**config.mk**
```make
export PLATFORM = sky130hd
export DESIGN_NAME = sensor_measure_command_decoder
export DESIGN_NICKNAME = d
export VERILOG_FILES = /design/src/common/sensor_cmd_pkg.sv /design/src/common/mean_if.sv /design/src/core/mean_accumulator.sv /design/src/core/setup_select.sv /design/src/core/sensor_measure_command_decoder.sv
export SDC_FILE = /design/constraint.sdc
export NUM_CORES = 1
export LEC_CHECK = 0
export ABC_AREA = 1
export BUFFER_PORTS_ARGS = -buffer_cell sky130_fd_sc_hd__clkbuf_2
export CAP_MARGIN = 20
export CORE_MARGIN = 10
export CORE_UTILIZATION = 46
export CTS_CLUSTER_SIZE = 10
export DETAILED_ROUTE_END_ITERATION = 8
export GPL_TIMING_DRIVEN = 1
export PLACE_DENSITY = 0.67
export SYNTH_ARGS = -nofsm -noshare
export SYNTH_HDL_FRONTEND = slang
export SYNTH_SLANG_ARGS = --single-unit
```
**constraint.sdc**
```tcl
create_clock -name i_clock -period 2.3 [get_ports i_clock]
set_clock_uncertainty 0.2 [all_clocks]
set_input_delay 0.46 -clock i_clock [delete_from_list [all_inputs] [get_ports i_clock]]
set_output_delay 0.46 -clock i_clock [all_outputs]
set_load 0.1 [all_outputs]
```
**src/common/sensor_cmd_pkg.sv**
```systemverilog
// Shared constants, types and decode helpers of the command decoder
package sensor_cmd_pkg;
   // Widths
   localparam int DATA_W = 24;
   localparam int SETUP_W = 16;
   localparam int ACC_W = 28;
   localparam int CNT_W = 5;
   localparam int SHIFT_W = 3;

   // Command codes
   localparam logic [7:0] CMD_RAW_BASE = 8'hA0;
   localparam logic [7:0] CMD_RAW_MASK = 8'hF8;
   localparam logic [7:0] CMD_OVS_BASE = 8'hAC;
   localparam logic [7:0] CMD_OVS_MASK = 8'hFC;
   localparam logic [7:0] CMD_OVS2 = 8'hAC;
   localparam logic [7:0] CMD_OVS4 = 8'hAD;
   localparam logic [7:0] CMD_OVS8 = 8'hAE;
   localparam logic [7:0] CMD_OVS16 = 8'hAF;
   localparam logic [7:0] CMD_SEL_PRI = 8'hB0;
   localparam logic [7:0] CMD_SEL_SEC = 8'hB1;
   localparam logic [7:0] CMD_HALT = 8'hBF;
   localparam logic [3:0] CMD_NOP_NIB = 4'hF;

   // Memory locations of the stored setups
   localparam logic [7:0] ADDR_SETUP_PRI = 8'h12;
   localparam logic [7:0] ADDR_SETUP_SEC = 8'h16;

   // Host setup word bits kept for temperature
   localparam logic [15:0] TEMP_SETUP_MASK = 16'h1FFF;

   // Status byte fields
   localparam logic STAT_TOP = 1'h0;
   localparam logic STAT_POWERED = 1'h1;
   localparam logic SEL_RESET = 1'h0;

   // Raw command field positions
   localparam int RAW_HOST_BIT = 0;
   localparam int RAW_AZ_BIT = 1;
   localparam int RAW_TEMP_BIT = 2;

   // Counter step
   localparam logic [CNT_W-1:0] CNT_ONE = 5'h01;

   // Decoder states
   typedef enum logic [1:0] {ST_IDLE, ST_LAUNCH, ST_WAIT, ST_STORE} dec_state_e;

   // Raw measurement code
   function automatic logic is_raw(input logic [7:0] code);
      return (code & CMD_RAW_MASK) == CMD_RAW_BASE;
   endfunction

   // Oversampled measurement code
   function automatic logic is_ovs(input logic [7:0] code);
      return (code & CMD_OVS_MASK) == CMD_OVS_BASE;
   endfunction

   // No-operation code
   function automatic logic is_nop(input logic [7:0] code);
      return code[7:4] == CMD_NOP_NIB;
   endfunction
endpackage

```
**src/common/mean_if.sv**
```systemverilog
// Carrier between the decoder and its averaging accumulator
`timescale 1ns/1ns
interface mean_if;
   import sensor_cmd_pkg::*;
   logic clear;
   logic add;
   logic [DATA_W-1:0] sensor_in;
   logic [DATA_W-1:0] temp_in;
   logic [SHIFT_W-1:0] shift;
   logic [DATA_W-1:0] sensor_mean;
   logic [DATA_W-1:0] temp_mean;

   // Decoder drives the samples, reads the means
   modport ctrl (output clear, add, sensor_in, temp_in, shift,
                 input sensor_mean, temp_mean);
   // Accumulator side
   modport acc (input clear, add, sensor_in, temp_in, shift,
                output sensor_mean, temp_mean);
endinterface

```
**src/core/mean_accumulator.sv**
```systemverilog
// Two-channel sum and power-of-two mean for oversampling
`timescale 1ns/1ns
module mean_accumulator
   import sensor_cmd_pkg::*;
(
   // Clock and reset
   input wire logic i_clock,
   input wire logic i_sys_rst,
   // Samples and means
   mean_if.acc m
);
   logic [ACC_W-1:0] sensor_sum_ff; // Sensor running sum
   logic [ACC_W-1:0] temp_sum_ff; // Temperature running sum
   logic [ACC_W-1:0] sensor_shr; // Shifted sensor sum
   logic [ACC_W-1:0] temp_shr; // Shifted temperature sum

   ////////////////////////////////////////////////////////////////////
   // Sensor sum
   always_ff @(posedge i_clock) begin
      if (i_sys_rst || m.clear) begin
         sensor_sum_ff <= '0;
      end else if (m.add) begin
         sensor_sum_ff <= sensor_sum_ff + ACC_W'(m.sensor_in);
      end
   end

   // Temperature sum, kept apart from the sensor sum
   always_ff @(posedge i_clock) begin
      if (i_sys_rst || m.clear) begin
         temp_sum_ff <= '0;
      end else if (m.add) begin
         temp_sum_ff <= temp_sum_ff + ACC_W'(m.temp_in);
      end
   end

   ////////////////////////////////////////////////////////////////////
   // Divide by the sample count, result stays 24 bits wide
   assign sensor_shr = sensor_sum_ff >> m.shift;
   assign temp_shr = temp_sum_ff >> m.shift;
   assign m.sensor_mean = sensor_shr[DATA_W-1:0];
   assign m.temp_mean = temp_shr[DATA_W-1:0];
endmodule // mean_accumulator

```
**src/core/setup_select.sv**
```systemverilog
// Chooses the front-end setup word for a measurement command
`timescale 1ns/1ns
module setup_select
   import sensor_cmd_pkg::*;
#(
   parameter logic [SETUP_W-1:0] FIXED_TEMP_SETUP = 16'h0000
)
(
   // Command
   input wire logic [7:0] i_code,
   input wire logic [SETUP_W-1:0] i_word,
   // Stored setups and selection
   input wire logic i_use_secondary,
   input wire logic [SETUP_W-1:0] i_primary,
   input wire logic [SETUP_W-1:0] i_secondary,
   // Result
   output logic [SETUP_W-1:0] o_setup
);
   logic [SETUP_W-1:0] stored; // Selected stored setup

   ////////////////////////////////////////////////////////////////////
   assign stored = i_use_secondary ? i_secondary : i_primary;

   // Host word for odd raw codes, else stored or fixed setup
   always_comb begin
      if (!is_raw(i_code)) begin
         o_setup = stored;
      end else if (i_code[RAW_HOST_BIT] && i_code[RAW_TEMP_BIT]) begin
         o_setup = i_word & TEMP_SETUP_MASK;
      end else if (i_code[RAW_HOST_BIT]) begin
         o_setup = i_word;
      end else if (i_code[RAW_TEMP_BIT]) begin
         o_setup = FIXED_TEMP_SETUP;
      end else begin
         o_setup = stored;
      end
   end
endmodule // setup_select

```
**src/core/sensor_measure_command_decoder.sv**
```systemverilog
// Measurement command decoder: oversampling, raw, setup select, halt, no-op
// Notes on behaviour
// - AC: two back-to-back corrected runs, mean
// - AD: four back-to-back corrected runs, mean
// - AE: eight back-to-back corrected runs, mean
// - AF: sixteen back-to-back corrected runs, mean
// - Oversampling uses stored setups, returns sensor+temperature
// - B0 selects primary setup, status bit1=0
// - B1 selects secondary setup, status bit1=1
// - BF powers down, halts, enters sleep
// - Fx no-op answers status and last data in SPI mode only
// - A0/A1 raw uncorrected sensor measurement
// - A2/A3 raw auto-zero corrected sensor measurement
// - A4/A5 raw temperature measurement
// - Odd raw codes load host setup word
// - Temperature host word ignores bits 15..13
// - Raw result stored as 24-bit word
// - Busy status bit blocks new commands except BF halt and Fx no-op
`timescale 1ns/1ns
module sensor_measure_command_decoder
   import sensor_cmd_pkg::*;
#(
   parameter logic [SETUP_W-1:0] FIXED_TEMP_SETUP = 16'h0000
)
(
   // Clock and reset
   input wire logic i_clock,
   input wire logic i_sys_rst,
   // Command from the serial framing
   input wire logic i_cmd_valid,
   input wire logic [7:0] i_cmd_code,
   input wire logic [SETUP_W-1:0] i_cmd_data,
   input wire logic i_spi_mode,
   // Device context for the status byte
   input wire logic [1:0] i_mode,
   input wire logic i_mem_error,
   // Stored setups from nonvolatile settings memory
   input wire logic [SETUP_W-1:0] i_sensor_setup_primary,
   input wire logic [SETUP_W-1:0] i_sensor_setup_secondary,
   // Measurement path
   output logic o_meas_start,
   output logic o_meas_corrected,
   output logic o_meas_temperature,
   output logic o_meas_auto_zero,
   output logic [SETUP_W-1:0] o_afe_setup,
   input wire logic i_meas_done,
   input wire logic [DATA_W-1:0] i_meas_sensor,
   input wire logic [DATA_W-1:0] i_meas_temp,
   input wire logic i_meas_saturated,
   // Power control
   output logic o_sleep,
   output logic o_halt_periodic_operation,
   // Answer to the host
   output logic [7:0] o_status,
   output logic [DATA_W-1:0] o_result_sensor,
   output logic [DATA_W-1:0] o_result_temp,
   output logic o_reply_valid
);
   dec_state_e state_ff; // Sequencer state
   dec_state_e nxt_state; // Next sequencer state
   logic busy_ff; // Result not yet available
   logic sel_ff; // Secondary setup selected
   logic sat_ff; // Saturation seen in last measurement
   logic sleep_ff; // Measurement path powered down
   logic halt_ff; // One-cycle halt strobe
   logic reply_ff; // One-cycle no-op answer strobe
   logic start_ff; // One-cycle start strobe
   logic corr_ff; // Full corrected cycle
   logic temp_ff; // Raw temperature measurement
   logic az_ff; // Raw auto-zero measurement
   logic [SETUP_W-1:0] setup_ff; // Setup for the running command
   logic [1:0] mode_ff; // Registered device mode
   logic memerr_ff; // Registered memory error
   logic [CNT_W-1:0] total_ff; // Runs to perform
   logic [CNT_W-1:0] done_cnt_ff; // Runs completed
   logic [SHIFT_W-1:0] shift_ff; // Log2 of run count
   logic [DATA_W-1:0] res_sensor_ff; // Sensor or raw result
   logic [DATA_W-1:0] res_temp_ff; // Temperature result
   logic accept; // Command taken this cycle
   logic meas_cmd; // Taken command measures
   logic last_run; // Completing run is the final one
   logic [SETUP_W-1:0] setup_sel; // Setup chosen for this command
   logic [SHIFT_W-1:0] ovs_shift; // Shift for oversampling code
   mean_if mif ();
   ////////////////////////////////////////////////////////////////////
   // Decode helpers
   // busy blocks commands
   assign accept = i_cmd_valid && !busy_ff;
   assign meas_cmd = is_raw(i_cmd_code) || is_ovs(i_cmd_code);
   assign last_run = (done_cnt_ff + CNT_ONE) == total_ff;
   assign ovs_shift = SHIFT_W'(i_cmd_code[1:0]) + SHIFT_W'(1);
   // Setup word for the incoming command
   setup_select #(
      .FIXED_TEMP_SETUP(FIXED_TEMP_SETUP)
   ) u_setup (
      .i_code(i_cmd_code),
      .i_word(i_cmd_data),
      .i_use_secondary(sel_ff),
      .i_primary(i_sensor_setup_primary),
      .i_secondary(i_sensor_setup_secondary),
      .o_setup(setup_sel)
   );
   // Separate sensor and temperature averaging
   mean_accumulator u_mean (
      .i_clock(i_clock),
      .i_sys_rst(i_sys_rst),
      .m(mif)
   );
   assign mif.clear = accept && meas_cmd;
   assign mif.add = (state_ff == ST_WAIT) && i_meas_done;
   assign mif.sensor_in = i_meas_sensor;
   assign mif.temp_in = i_meas_temp;
   assign mif.shift = shift_ff;
   ////////////////////////////////////////////////////////////////////
   // Sequencer next state
   always_comb begin
      nxt_state = state_ff;
      case (state_ff)
         // Wait for a measuring command
         ST_IDLE: begin
            if (accept && meas_cmd) begin
               nxt_state = ST_LAUNCH;
            end
         end
         // Start strobe stands one cycle
         ST_LAUNCH: nxt_state = ST_WAIT;
         ST_WAIT: begin
            if (i_meas_done) begin
               nxt_state = last_run ? ST_STORE : ST_LAUNCH;
            end
         end
         // Publish the mean
         ST_STORE: nxt_state = ST_IDLE;
         default: nxt_state = ST_IDLE;
      endcase
      if (i_cmd_valid && i_cmd_code == CMD_HALT) begin
         nxt_state = ST_IDLE;
      end
   end
   // Sequencer state
   always_ff @(posedge i_clock) begin
      if (i_sys_rst) begin
         state_ff <= ST_IDLE;
      end else begin
         state_ff <= nxt_state;
      end
   end
   // Start strobe on each entry to launch
   always_ff @(posedge i_clock) begin
      if (i_sys_rst) begin
         start_ff <= 1'b0;
      end else begin
         start_ff <= (nxt_state == ST_LAUNCH) && (state_ff != ST_LAUNCH);
      end
   end
   ////////////////////////////////////////////////////////////////////
   // Command parameters captured on acceptance
   always_ff @(posedge i_clock) begin
      if (i_sys_rst) begin
         corr_ff <= 1'b0;
         temp_ff <= 1'b0;
         az_ff <= 1'b0;
         setup_ff <= '0;
         total_ff <= CNT_ONE;
         shift_ff <= '0;
      end else if (accept && is_ovs(i_cmd_code)) begin
         corr_ff <= 1'b1;
         temp_ff <= 1'b0;
         az_ff <= 1'b0;
         setup_ff <= setup_sel;
         total_ff <= CNT_W'(CNT_ONE << ovs_shift);
         shift_ff <= ovs_shift;
      end else if (accept && is_raw(i_cmd_code)) begin
         corr_ff <= 1'b0;
         temp_ff <= i_cmd_code[RAW_TEMP_BIT];
         az_ff <= i_cmd_code[RAW_AZ_BIT];
         setup_ff <= setup_sel;
         total_ff <= CNT_ONE;
         shift_ff <= '0;
      end
   end
   // Runs completed so far
   always_ff @(posedge i_clock) begin
      if (i_sys_rst || (accept && meas_cmd)) begin
         done_cnt_ff <= '0;
      end else if (state_ff == ST_WAIT && i_meas_done) begin
         done_cnt_ff <= done_cnt_ff + CNT_ONE;
      end
   end
   ////////////////////////////////////////////////////////////////////
   // Busy flag
   always_ff @(posedge i_clock) begin
      if (i_sys_rst) begin
         busy_ff <= 1'b0;
      end else if (i_cmd_valid && i_cmd_code == CMD_HALT) begin
         busy_ff <= 1'b0;
      end else if (accept && meas_cmd) begin
         busy_ff <= 1'b1;
      end else if (state_ff == ST_STORE) begin
         busy_ff <= 1'b0;
      end
   end
   // Setup selection
   always_ff @(posedge i_clock) begin
      if (i_sys_rst) begin
         sel_ff <= SEL_RESET;
      end else if (accept && i_cmd_code == CMD_SEL_PRI) begin
         sel_ff <= 1'b0;
      end else if (accept && i_cmd_code == CMD_SEL_SEC) begin
         sel_ff <= 1'b1;
      end
   end
   // Saturation: gathered over runs, cleared by other commands
   always_ff @(posedge i_clock) begin
      if (i_sys_rst) begin
         sat_ff <= 1'b0;
      end else if (accept && !is_nop(i_cmd_code)) begin
         sat_ff <= 1'b0;
      end else if (state_ff == ST_WAIT && i_meas_done && i_meas_saturated) begin
         sat_ff <= 1'b1;
      end
   end
   // Sleep and halt strobe
   always_ff @(posedge i_clock) begin
      if (i_sys_rst) begin
         sleep_ff <= 1'b0;
         halt_ff <= 1'b0;
      end else begin
         halt_ff <= i_cmd_valid && i_cmd_code == CMD_HALT;
         if (i_cmd_valid && i_cmd_code == CMD_HALT) begin
            sleep_ff <= 1'b1;
         end else if (accept && meas_cmd) begin
            sleep_ff <= 1'b0;
         end
      end
   end
   ////////////////////////////////////////////////////////////////////
   // Results published at the end of the sequence
   always_ff @(posedge i_clock) begin
      if (i_sys_rst) begin
         res_sensor_ff <= '0;
         res_temp_ff <= '0;
      end else if (state_ff == ST_STORE) begin
         res_sensor_ff <= mif.sensor_mean;
         if (corr_ff) begin
            res_temp_ff <= mif.temp_mean;
         end
      end
   end
   // No-op answer strobe, any time, SPI only
   always_ff @(posedge i_clock) begin
      if (i_sys_rst) begin
         reply_ff <= 1'b0;
      end else begin
         reply_ff <= i_cmd_valid && is_nop(i_cmd_code) && i_spi_mode;
      end
   end
   // Device context sampled for the status byte
   always_ff @(posedge i_clock) begin
      if (i_sys_rst) begin
         mode_ff <= '0;
         memerr_ff <= 1'b0;
      end else begin
         mode_ff <= i_mode;
         memerr_ff <= i_mem_error;
      end
   end
   ////////////////////////////////////////////////////////////////////
   // Outputs
   assign o_meas_start = start_ff;
   assign o_meas_corrected = corr_ff;
   assign o_meas_temperature = temp_ff;
   assign o_meas_auto_zero = az_ff;
   assign o_afe_setup = setup_ff;
   assign o_sleep = sleep_ff;
   assign o_halt_periodic_operation = halt_ff;
   assign o_status = {STAT_TOP, STAT_POWERED, busy_ff, mode_ff, memerr_ff, sel_ff, sat_ff};
   assign o_result_sensor = res_sensor_ff;
   assign o_result_temp = res_temp_ff;
   assign o_reply_valid = reply_ff;
endmodule // sensor_measure_command_decoder

```
Yosys cells after proc, flatten, opt, wreduce, memory -nomap -nowiden
Index checks and enable logic that the tools add are counted.
{"block": "word_totals", "regBits": 148, "in_bits": 113, "output_inout_bits": 79}
{"block": "classes", "reduce_logical": 27, "mux": 22, "n_shift": 3, "eq_ne": 12, "addsub": 4}
{"op": "$mux 16", "n": 7}
{"op": "$add 28x24->28", "n": 2}
{"op": "$shr 28x3->24", "n": 2}
{"op": "$eq 8x8->1 const B", "n": 3}
{"op": "$logic_and 1x1->1", "n": 14}
{"op": "$mux 5", "n": 2}
{"op": "$mux 2", "n": 4}
{"op": "$pmux 2 s4", "n": 1}
{"op": "$reduce_or 2->1", "n": 4}
{"op": "$eq 6x6->1 const B", "n": 1}
{"op": "$mux 1", "n": 6}
{"op": "$mux 3", "n": 2}
{"op": "$reduce_bool 2->1", "n": 3}
{"op": "$add 5x1->5 const B", "n": 1}
{"op": "$eq 5x5->1", "n": 1}
{"op": "$eq 5x5->1 const B", "n": 1}
{"op": "$shl 1x3->5 const A", "n": 1}
{"op": "$eq 2x1->1 const B", "n": 2}
{"op": "$eq 2x2->1 const B", "n": 2}
{"op": "$eq 4x4->1 const B", "n": 1}
{"op": "$add 2x1->3 const B", "n": 1}
{"op": "$logic_not 1->1", "n": 2}
{"op": "$logic_not 2->1", "n": 1}
{"op": "$logic_or 1x1->1", "n": 2}
{"op": "other kinds (2)", "n": 2}

Logic depth before layout (Yosys ltp)
Gate-level depths: netlist of run 1.
{"block": "depth", "ltp_word": 8, "mapped_depth": 13, "depth_no_buf": 13}

Modules after synthesis
From an unflattened synthesis of run 1, not the netlist that was laid out.
{"block": "unflattened", "hier_cells": 2005, "hier_area_um2": 11677.4}
{"module": "mean_accumulator", "cells_per_inst": 1422, "instances": 1, "area_per_inst_um2": 7521.0}
{"module": "sensor_measure_command_decoder", "cells_per_inst": 464, "instances": 1, "area_per_inst_um2": 3612.2}
{"module": "setup_select", "cells_per_inst": 119, "instances": 1, "area_per_inst_um2": 544.3}

Least setup slack after synthesis of run 1
Ideal clock, no wire load.
{"block": "synth_timing", "path_kind": "in2reg", "from": "in i_meas_sensor[0]", "to": "reg u_mean.sensor_sum_ff[16]", "n_path_buf": 0, "slack_ns": 0.142, "t_required_ns": 1.987, "path_stages": 12, "arrival_ns": 1.846, "setup_time_ns": 0.113, "cell_sequence": "ha_1 > fa_1 > nand2_1 > nand3_1 > nand3_1 > nand2_1 > nand2_1 > nand3_1 > nand2_1 > nand2_1 > o21ai_1 > inv_2"}
{"block": "synth_via", "elab_chain_cells": 1}
{"element": "start: declaration", "line": "sensor_measure_command_decoder.sv:47", "text": "input wire logic [DATA_W-1:0] i_meas_sensor,"}
{"element": "$add 28x24->28", "line": "mean_accumulator.sv:23", "text": "sensor_sum_ff <= sensor_sum_ff + ACC_W'(m.sensor_in);"}
{"element": "end signal: assignment", "line": "mean_accumulator.sv:23"}
{"element": "end: declaration", "line": "mean_accumulator.sv:12", "text": "logic [ACC_W-1:0] sensor_sum_ff;"}
Every way passes these cells.
A chain may end at the register's enable or synchronous reset.

Worst setup path in the final report of run 1
{"block": "layout_timing", "from": "reg u_mean.temp_sum_ff[3]", "to": "reg u_mean.temp_sum_ff[25]"}
{"block": "layout_via", "elab_chain_cells": 1}
{"element": "start: declaration", "line": "mean_accumulator.sv:13", "text": "logic [ACC_W-1:0] temp_sum_ff;"}
{"element": "start signal: assignment", "line": "mean_accumulator.sv:32", "text": "temp_sum_ff <= temp_sum_ff + ACC_W'(m.temp_in);"}
{"element": "$add 28x24->28", "line": "mean_accumulator.sv:32"}
Every way passes these cells.

==> flow_metrics.py, run 1 <==
metrics = {
    "finish": {
        "area_delta_synth_final_pct": 19.3,
        "fin_cells": 2519,
        "fin_util": 0.561,
        "post-route-cell-area_um2": 13700,
        "final_nets": 2352,
        "n_antenna_cell": 0,
        "drive_above_1_share": 0.159,
    },
    "synth": {
        "synth_ff_type": "dfxtp_1",
        "synth_common_cells": "693 x nand2_1, 328 x inv_1, 162 x nand3_1",
        "netlist_area_um2": 11500,
        "synth_fp_nets": 2145,
        "yosys.area.top_type_share": 0.258,
        "yosys_warnings": 0,
        "ys_ff_latch": 148,
        "synth-xor-area-share": 0.0114,
        "async_flop_share": 0,
        "synth.most_common_cell": "nand2_1",
        "ys_top_cells_by_area": "dfxtp_1 26%, nand2_1 23%, inv_1 11%, nand3_1 7.0%, ha_1 5.9%",
        "yosysUniqueCellTypes": 44,
        "synthAdderAreaFrac": 0.0622,
        "synth-seq-area-share": 0.258,
        "synth_edf_count": 0,
        "syn_inst": 1976,
        "syn_avg_cell_area_um2": 5.82,
        "synth_compound_area_frac": 0.153,
        "synthMuxAreaShare": 0.00174,
        "synth_top_cell_by_area": "dfxtp_1",
        "synth_top_family_by_area": "simple AND/OR/NAND/NOR gates",
        "synth-simple-area-share": 0.366,
    },
    "timing": {
        "worst_slack_ns": 0.169,
        "setup_viol": 0,
        "finalHoldViolCount": 0,
        "min_period_ns": 2.13,
        "fin_crit_sh": 0.927,
        "slew_viol_final": 0,
        "max-slew-margin-rel": 0.588,
        "rsz0062_at_grt": "no",
        "worstMarginPinSlew_ns": 0.617,
        "fmax_ghz": 0.469,
    },
    "detailed_routing": {
        "drc": 0,
        "vias_per_cell": 5.02,
        "totalWireLength_mm": 37.4,
        "first_pass_iters": 6,
        "routedWlPerCell_um": 14.8,
        "ant_nets": 0,
        "vias": 12600,
        "drt_iter0_drc": 806,
    },
    "grt": {
        "grt_usage": 0.233,
        "grt_pass1_wl_mm": 60.2,
        "antenna_found_initial": 0,
        "grt.overflow.total": 0,
        "grt_max_degree": 68,
        "grt_pass1_vias": 12300,
    },
    "clock_tree": {
        "path_clk_slew_ns": 0.07,
        "clock-sinks": 148,
        "cts_made_buffers": 17,
        "htreeDepth": 4,
        "post-cts-setup-buffers": 0,
        "clock_path_buffers": 2,
        "cts_tree": "done",
        "cts_root_buffer": "clkbuf_16",
        "insertion_delay_ns": 0.43,
    },
    "placement": {
        "place_congestion": 0.996,
        "placed_cell_area_um2": 13100,
        "dp_slack_ns": -0.0670,
        "dpl.hpwl_mm": 30.0,
        "portBuffers": 189,
        "dp.cells": 2486,
    },
    "floorplan": {
        "num_io_pins": 192,
        "die-area_um2": 31700,
        "fp-row-count": 57,
        "core_area_um2": 24500,
        "die_h_um": 178,
        "die_w_um": 178,
        "start_util": 0.470,
    },
    "worst_setup_path": {
        "crit_arrival_ns": 2.25,
        "regToRegEndpoint": "u_mean.temp_sum_ff[25]$_SDFFE_PP0P_",
        "cp.required_ns": 2.42,
        "critPathLaunchType": "flip-flop",
        "r2r_cells": 11,
        "timing.rr.start": "u_mean.temp_sum_ff[3]$_SDFFE_PP0P_",
        "r2r_setup_slack_ns": 0.17,
        "end_kind": "flip-flop",
        "path_class": "reg -> reg",
        "cp_max_fo": 5,
    },
    "power_and_ir_drop": {
        "power_density_nw_per_um2": 445,
        "peakVddDrop_v": 0.000469,
        "p_leak_uw": 0.00746,
    },
    "status": {
        "status": "completed",
    },
    "worst_hold_path": {
        "hold_class": "in -> reg",
        "min_to": "mode_ff[0]$_SDFF_PP0_",
        "worstHoldPathCells": 3,
        "min_from": "i_mode[0]",
    },
    "flow_run": {
        "max-cap-violations": 0,
    },
}
[metal layers]
layer | part of all wire | global-route usage
met4 | 0.035 | 0.0868
met3 | 0.049 | 0.0406
met5 | 0 | 0
met2 | 0.51 | 0.434
met1 | 0.41 | 0.259
[final cells by class]
cell class              count  area, um2
well taps                 324        405
clock inverters            14        150
clock buffers              17        425
flip-flops and latches    148       2970
inverters                 345       1300
multi-input cells        1401       6860
fillers                  2512      10700
repair buffers            270       1610
[repair_timing]
item                                    4_1_cts  5_1_grt
gates resized for setup                       0        4
endpoints found under the hold margin         2        0
endpoints found under the setup margin        0        4
hold buffers                                  2        0
[per-stage QoR]
step	TNS [ns]	power, uW	hold WS [ns]
6_report	0	6100	0.0135
5_1_grt	0	6320	0.0418
4_1_cts	0	6150	0.00264
3_5_place_dp	-0.233	3350	0.254
3_3_place_gp	-0.0966	3340	0.253
2_1_floorplan	0	3090	0.237
[flip-flops by register name, summed over array words and instances, names as in the netlist, 2 cells and up]
name,flops
done_cnt_ff,5
u_mean.sensor_sum_ff,28
total_ff,5
state_ff,2
mode_ff,2
o_afe_setup,16
o_result_temp,24
mif.shift,3
u_mean.temp_sum_ff,28
o_result_sensor,24
[report_power, final]
group          internal [uW]  switching (uW)  total [uW]
Sequential              2580            14.0        2590
Clock                   1520            1280        2800
Combinational            255             451         706
Total                   4360            1750        6100
[cells by family (layout without fill, tap and decap cells)]
family / count (synthesis) / count (layout)
buffers and inverters: 427 / 646
AOI/OAI and AO/OA: 309 / 309
DFF: 148 / 148
other: 2 / 2
xor gates and xnor gates: 15 / 15
muxes: 2 / 2
and+or+nand+nor: 1017 / 1017
adders and majority gates: 56 / 56
[layout by cell type (no fill, tap or decap), types with 6 or more instances in the layout]
master	n
o21ai_0	89
clkbuf_2	188
ha_1	54
o211ai_1	56
o21ai_1	14
inv_2	14
clkbuf_16	17
buf_4	76
xor2_1	14
a21oi_1	124
nand3_1	162
a31oi_1	7
nor2_1	110
nand2_1	691
inv_1	327
or2_2	16
and2_1	6
dfxtp_1	145
nand4_1	17
[critical path, stage by stage, from the launching register on]
cell and delay (ns):
dfxtp_1 0.46, ha_1 0.34, nand2_1 0.14, inv_1 0.06, nand2_1 0.06, nand2_1 0.06, nand2_1 0.06, nand3_1 0.18
nand2_1 0.11, nand3_1 0.14, a21oi_1 0.16, nor2_1 0.05
[worst max-delay path by stage]
stage / from / slack [ns] / cells after the start / endpoint
6_report: u_mean.temp_sum_ff[3]$_SDFFE_PP0P_ / 0.17 / 11 / u_mean.temp_sum_ff[25]$_SDFFE_PP0P_
5_1_grt: u_mean.sensor_sum_ff[7]$_SDFFE_PP0P_ / 0.0006 / 13 / u_mean.sensor_sum_ff[9]$_SDFFE_PP0P_
4_1_cts: u_mean.temp_sum_ff[2]$_SDFFE_PP0P_ / 0.14 / 11 / u_mean.temp_sum_ff[19]$_SDFFE_PP0P_
3_5_place_dp: i_meas_sensor[2] / -0.07 / 15 / u_mean.sensor_sum_ff[9]$_SDFFE_PP0P_
3_3_place_gp: i_meas_sensor[0] / -0.04 / 13 / u_mean.sensor_sum_ff[16]$_SDFFE_PP0P_
2_1_floorplan: i_meas_sensor[0] / 0.14 / 12 / u_mean.sensor_sum_ff[16]$_SDFFE_PP0P_
Note: power is estimated with default switching activity, not from simulation.
==> run 2: changes to the inputs <==
PLACE_DENSITY = 0.7   (was 0.67)
SYNTH_HIERARCHICAL = 1   (was unset)
==> run 2 against run 1 <==
  * Power increased by 3.0%
  * Sequential cell count is the same
  * Core utilization is 0.88 points lower
  * Critical path type unchanged
  * Highest routed layer unchanged
  * Sequential power about the same
  * First-iteration DRC count rose by 20%
==> flow_metrics.py, run 2 <==
metrics = {
    "timing": {
        "worstMarginPinSlew_ns": 0.799,
        "rsz0062_at_grt": "no",
        "finalHoldViolCount": 0,
        "fin_crit_sh": 0.915,
        "fmax_ghz": 0.475,
        "setup_viol": 0,
        "max-slew-margin-rel": 0.466,
        "min_period_ns": 2.10,
        "slew_viol_final": 0,
        "worst_slack_ns": 0.197,
    },
    "detailed_routing": {
        "ant_nets": 0,
        "drc": 0,
        "vias": 12900,
        "vias_per_cell": 5.06,
        "routedWlPerCell_um": 14.6,
        "totalWireLength_mm": 37.1,
        "drt_iter0_drc": 964,
        "first_pass_iters": 5,
    },
    "floorplan": {
        "fp-row-count": 58,
        "die-area_um2": 32200,
        "core_area_um2": 25100,
        "num_io_pins": 192,
        "start_util": 0.465,
        "die_w_um": 179,
        "die_h_um": 179,
    },
    "synth": {
        "syn_avg_cell_area_um2": 5.82,
        "ys_ff_latch": 148,
        "synth_fp_nets": 2174,
        "synth.most_common_cell": "nand2_1",
        "yosys_warnings": 6,
        "netlist_area_um2": 11700,
        "synth_common_cells": "640 x nand2_1, 309 x inv_1, 174 x o21ai_0",
        "syn_inst": 2005,
        "synth_top_cell_by_area": "dfxtp_1",
        "synth_edf_count": 0,
        "synth_ff_type": "dfxtp_1",
        "yosys.area.top_type_share": 0.254,
        "synth-seq-area-share": 0.254,
        "yosysUniqueCellTypes": 50,
        "ys_top_cells_by_area": "dfxtp_1 25%, nand2_1 21%, inv_1 9.9%, o21ai_0 7.5%, nand3_1 6.8%",
        "async_flop_share": 0,
    },
    "finish": {
        "multiInputGateArea_um2": 7110,
        "fin_util": 0.552,
        "n_antenna_cell": 0,
        "final_nets": 2368,
        "final_cell_mix": "640 x nand2_1, 308 x inv_1, 187 x clkbuf_2",
        "post-route-cell-area_um2": 13900,
        "layout_commonest_cell": "nand2_1",
        "drive_above_1_share": 0.148,
        "regArea_um2": 2970,
        "area_delta_synth_final_pct": 18.7,
        "top_regs": "u_mean/sensor_sum_ff: 28 flops, u_mean/temp_sum_ff: 28 flops",
        "n_fill_cell": 2559,
    },
    "power_and_ir_drop": {
        "p_leak_uw": 0.00728,
        "pwr-share-comb": 0.119,
        "p_switching_uw": 1790,
        "clock_power_share": 0.468,
        "internal_power_uw": 4500,
        "seqPwrFrac": 0.413,
        "p_sw_frac": 0.284,
        "power_density_nw_per_um2": 453,
        "peakVddDrop_v": 0.000421,
    },
    "worst_setup_path": {
        "cp-startpoint": "u_mean/sensor_sum_ff[1]$_SDFFE_PP0P_",
        "cp.depth": 11,
        "cp.required_ns": 2.44,
        "timing.critical_path.mode_cell": "nand3_1",
        "crit_path_max_incr_delay_ns": 0.44,
        "timing.rr.start": "u_mean/sensor_sum_ff[1]$_SDFFE_PP0P_",
        "r2r_cells": 11,
        "end_kind": "flip-flop",
        "path_class": "reg -> reg",
        "crit_arrival_ns": 2.24,
        "crit_chain": "ha_1, nand3_1, nand3_1, nand3_1, nand3_1, nand2_1, nand2_1, nand2_1, nand3_1, nand2_1, inv_1",
        "r2r_setup_slack_ns": 0.20,
        "critPathLaunchType": "flip-flop",
        "crit_path_end": "u_mean/sensor_sum_ff[19]$_SDFFE_PP0P_",
        "crit_buf_inv": 1,
        "cp_max_fo": 5,
        "cp_slowest_cell": "dfxtp_1",
        "regToRegEndpoint": "u_mean/sensor_sum_ff[19]$_SDFFE_PP0P_",
        "cp_top_family": "simple AND/OR/NAND/NOR gates",
    },
    "placement": {
        "dpl.hpwl_mm": 29.8,
        "portBuffers": 189,
        "place_congestion": 0.926,
        "placed_cell_area_um2": 13200,
        "dp_slack_ns": -0.00188,
    },
    "clock_tree": {
        "clock-sinks": 148,
        "cts_root_buffer": "clkbuf_16",
        "clock_path_buffers": 2,
        "path_clk_slew_ns": 0.07,
        "cts_made_buffers": 17,
        "post-cts-setup-buffers": 0,
        "insertion_delay_ns": 0.43,
        "cts_tree": "done",
        "htreeDepth": 4,
    },
    "worst_hold_path": {
        "worstHoldPathCells": 3,
        "hold_class": "in -> reg",
    },
    "grt": {
        "grt_max_degree": 50,
        "grt_pass1_wl_mm": 58.6,
        "grt.overflow.total": 0,
        "grt_usage": 0.224,
        "grt_pass1_vias": 11400,
        "antenna_found_initial": 0,
    },
    "flow_run": {
        "max-cap-violations": 0,
    },
    "status": {
        "status": "completed",
    },
}
## run 2: cell types whose count changed after synthesis, moves of 13 or more
cell,before,now
nor2_1,110,164
nand2_1,693,640
inv_1,328,309
mux2i_1,2,19
o211ai_1,56,7
o21ai_0,89,174
or2_2,16,3
## run 2: metal layers
layer | global-route usage | wire length (um) | vias to the layer above
met2 | 0.336 | 15400 | 419
met5 | 0 | 0 | -
li1 | - | - | 6714
met4 | 0.0400 | 252 | 0
met1 | 0.331 | 18600 | 5706
met3 | 0.0379 | 2830 | 21
## run 2: stage by stage
| step | hold slack, ns | std cells | TNS (ns) | total power (uW) |
|---|---|---|---|---|
| after floorplan | 0.236 | 2005 | 0 | 3110 |
| after global placement | 0.251 | 2509 | 0 | 3380 |
| after detailed placement | 0.254 | 2509 | -0.00188 | 3390 |
| after CTS | 0.00135 | 2542 | 0 | 6330 |
| after global routing | 0.0168 | 2542 | 0 | 6540 |
| final | 0.00939 | 2542 | 0 | 6290 |
## run 2: worst min-delay path, cell delays in order
cell and delay (ns):
clkbuf_2 0.08, inv_1 0.04, nor2_1 0.03
## run 2: power by group through the flow
| stage | clock network (uW) | logic [uW] | registers (uW) |
|---|---|---|---|
| 2_1_floorplan | 0 | 405 | 2710 |
| 3_3_place_gp | 0 | 732 | 2650 |
| 3_5_place_dp | 0 | 738 | 2650 |
| 4_1_cts | 3000 | 744 | 2590 |
| 5_1_grt | 3110 | 830 | 2600 |
| 6_report | 2940 | 750 | 2600 |
## run 2: area by class of cell
type,instances,area share
Clock inverter,15,0.0134
Timing Repair Buffer,257,0.113
Clock buffer,17,0.0307
Sequential cell,148,0.214
Inverter,318,0.0865
Multi-Input combinational cell,1457,0.513
Tap cell,330,0.0298
## run 2: how the worst min path moves through the flow
stage / from / endpoint
2_1_floorplan: mif.shift[1]$_SDFFE_PP0P_ / mif.shift[1]$_SDFFE_PP0P_
3_3_place_gp: o_result_temp[12]$_SDFFE_PP0P_ / o_result_temp[12]$_SDFFE_PP0P_
3_5_place_dp: o_result_temp[11]$_SDFFE_PP0P_ / o_result_temp[11]$_SDFFE_PP0P_
4_1_cts: i_mode[1] / mode_ff[1]$_SDFF_PP0_
5_1_grt: i_mode[1] / mode_ff[1]$_SDFF_PP0_
6_report: i_mode[1] / mode_ff[1]$_SDFF_PP0_
## run 2: cells by family (layout without fill, tap and decap cells)
family,Yosys count,after routing,synth area share
muxes,19,19,0.0163
AOI/OAI and AO/OA,330,330,0.147
buffers and inverters,400,607,0.137
adders and majority gates,56,56,0.0613
DFF,148,148,0.254
and+or+nand+nor,1032,1032,0.370
other,2,2,0.000643
xor gates and xnor gates,18,18,0.0135
## run 2: repair_timing
item,CTS,global route
hold endpoints to repair,1,0
hold buffers,1,0
setup endpoints to repair,0,2
resized for setup,0,1
==> run 3: changes to the inputs <==
ABC_AREA = 0   (was 1)
CAP_MARGIN = 10   (was 20)
PLACE_DENSITY = 0.71   (was 0.7)
==> run 3 against run 2 <==
  * The run now ends with setup timing left
  * Critical path depth decreased by 1
  * Core utilization up 8.2 points
  * Non-clock buffer count grew 124
  * Critical path type unchanged
  * Largest cell class unchanged
==> flow_metrics.py, run 3 <==
metrics = {
    "status": {
        "status": "finished with violations",
        "failed_checks": "setup timing",
    },
    "synth": {
        "synth-simple-area-share": 0.195,
        "synth-xor-area-share": 0.0432,
        "synth_ff_type": "dfxtp_1",
        "ys_ff_latch": 148,
        "ys_top_cells_by_area": "dfxtp_1 29%, nand2_1 8.7%, mux2i_1 6.7%, ha_1 6.7%, a21oi_1 6.4%",
        "synth_common_cells": "236 x nand2_1, 148 x dfxtp_1, 130 x a21oi_1",
        "syn_avg_cell_area_um2": 8.06,
        "synth.most_common_cell": "nand2_1",
        "synth-seq-area-share": 0.292,
        "synthMuxAreaShare": 0.151,
        "yosysUniqueCellTypes": 69,
        "netlist_area_um2": 10100,
        "yosys_warnings": 6,
        "synth_top_family_by_area": "compound AO/OA/AOI/OAI gates",
        "synth_compound_area_frac": 0.202,
        "yosys.area.top_type_share": 0.292,
        "synth_top_cell_by_area": "dfxtp_1",
        "synth_edf_count": 0,
        "syn_inst": 1258,
        "async_flop_share": 0,
        "synth_fp_nets": 1427,
        "synthAdderAreaFrac": 0.0706,
    },
    "detailed_routing": {
        "vias_per_cell": 5.54,
        "first_pass_iters": 5,
        "ant_nets": 0,
        "drc": 0,
        "routedWlPerCell_um": 17.1,
        "drt_iter0_drc": 681,
        "vias": 10400,
        "totalWireLength_mm": 32.0,
    },
    "grt": {
        "grt.overflow.total": 0,
        "grt_pass1_wl_mm": 51.6,
        "antenna_found_initial": 0,
        "grt_pass1_vias": 10600,
        "grt_max_degree": 86,
        "grt_usage": 0.217,
    },
    "finish": {
        "n_antenna_cell": 0,
        "n_fill_cell": 1844,
        "area_delta_synth_final_pct": 36.2,
        "top_regs": "u_mean/sensor_sum_ff: 28 flops, u_mean/temp_sum_ff: 28 flops",
        "final_nets": 1748,
        "layout_commonest_cell": "nand2_1",
        "final_cell_mix": "233 x nand2_1, 187 x clkbuf_2, 173 x buf_4",
        "drive_above_1_share": 0.353,
    },
    "worst_setup_path": {
        "path_class": "reg -> reg",
        "critPathLaunchType": "flip-flop",
        "crit_arrival_ns": 2.90,
        "cp.required_ns": 2.41,
        "cp_max_fo": 3,
        "end_kind": "flip-flop",
    },
    "clock_tree": {
        "postCtsHoldBufs": 0,
        "clock-sinks": 148,
        "cts_root_buffer": "clkbuf_16",
        "cts_made_buffers": 17,
        "insertion_delay_ns": 0.42,
        "cts_tree": "done",
        "path_clk_slew_ns": 0.06,
        "htreeDepth": 4,
        "clock_path_buffers": 2,
    },
    "power_and_ir_drop": {
        "peakVddDrop_v": 0.000384,
        "p_leak_uw": 0.00599,
        "p_total_uw": 6270,
        "power_density_nw_per_um2": 454,
    },
    "floorplan": {
        "die_w_um": 168,
        "fp-row-count": 54,
        "start_util": 0.466,
        "core_area_um2": 21800,
        "die_h_um": 168,
        "num_io_pins": 192,
        "die-area_um2": 28400,
    },
    "timing": {
        "worstMarginPinSlew_ns": 0.802,
        "fmax_ghz": 0.358,
        "slew_viol_final": 0,
        "fin_crit_sh": 1.21,
        "min_period_ns": 2.79,
        "setup_viol": 35,
        "finalHoldViolCount": 0,
        "tns_ns": -7.90,
        "max-slew-margin-rel": 0.464,
        "rsz0062_at_grt": "yes",
        "worst_slack_ns": -0.490,
    },
    "placement": {
        "place_congestion": 0.914,
        "dpl.hpwl_mm": 24.4,
        "portBuffers": 189,
    },
    "flow_run": {
        "max-cap-violations": 0,
    },
    "worst_hold_path": {
        "hold_class": "in -> reg",
    },
}
## run 3: cell types whose count changed after synthesis, sizes merged, moves of 49 or more
cell	change
nand2	-411
nand3	-139
mux2i	+49
o21ai	-133
nor2	-81
inv	-291
## run 3: area by class of cell
cell class / instances / area [um2] / share of cell area
Multi-Input combinational cell: 1004 / 7190 / 0.521
Tap cell: 280 / 350 / 0.0254
Sequential cell: 148 / 2980 / 0.216
Inverter: 27 / 101 / 0.00734
Timing Repair Buffer: 381 / 2550 / 0.185
Clock inverter: 12 / 165 / 0.0120
Clock buffer: 20 / 467 / 0.0338
## run 3: kinds of logic after synthesis
| logic type | count (synthesis) |
|---|---|
| simple gates | 447 |
| compound gates | 324 |
| flops | 148 |
| mux | 125 |
| buf+inv | 106 |
| fa+ha+maj | 56 |
| xor+xnor | 50 |
| other cells | 2 |
## run 3: power by group
group	total, uW	switching, uW	internal [uW]
Clock	2990	1180	1820
Sequential	2580	8.56	2570
Combinational	697	394	303
## run 3: final timing paths
check,depth (start not counted),start,slack (ns),end
min reg2reg,2,o_result_sensor[22]$_SDFFE_PP0P_,0.25,o_result_sensor[22]$_SDFFE_PP0P_
min,2,i_mode[1],0.05,mode_ff[1]$_SDFF_PP0_
max reg2reg,10,u_mean/temp_sum_ff[0]$_SDFFE_PP0P_,-0.49,u_mean/temp_sum_ff[20]$_SDFFE_PP0P_
max,10,u_mean/temp_sum_ff[0]$_SDFFE_PP0P_,-0.49,u_mean/temp_sum_ff[20]$_SDFFE_PP0P_
## run 3: critical path, stage by stage, from the launching register on
cell and delay, ns:
dfxtp_2 0.33, ha_4 0.16, fa_2 0.34, a21oi_2 0.18, o21ai_1 0.07, a21o_1 0.20
a221o_1 0.40, a41oi_4 0.26, buf_6 0.16, o21ai_2 0.07, a221o_1 0.30
## run 3: stage by stage
step | hold WS, ns | cell area, um2 | std cells | utilization | setup slack (ns)
after floorplan | 0.241 | 10400 | 1258 | - | -0.582
after global placement | 0.236 | 12700 | 1822 | 0.584 | -0.799
after detailed placement | 0.240 | 12700 | 1822 | 0.584 | -0.918
after CTS | 0.0334 | 13600 | 1866 | 0.624 | -0.498
after global routing | 0.0458 | 13800 | 1872 | 0.635 | -0.615
final | 0.0467 | 13800 | 1872 | 0.635 | -0.490
## run 3: timing repair
| item | CTS | global route |
|---|---|---|
| gates resized for setup | 36 | 45 |
| endpoints found under the setup margin | 35 | 42 |
| buffers inserted | 12 | 8 |
| pin swaps | 26 | 27 |
## run 3: routing by layer
metal  up-vias  wire length (um)  GRT usage
met1      4895             13000      0.247
met5         -                 0          0
met2       268             16500      0.388
met4         0              1200     0.0958
li1       5143                 -          -
met3        69              1300     0.0370
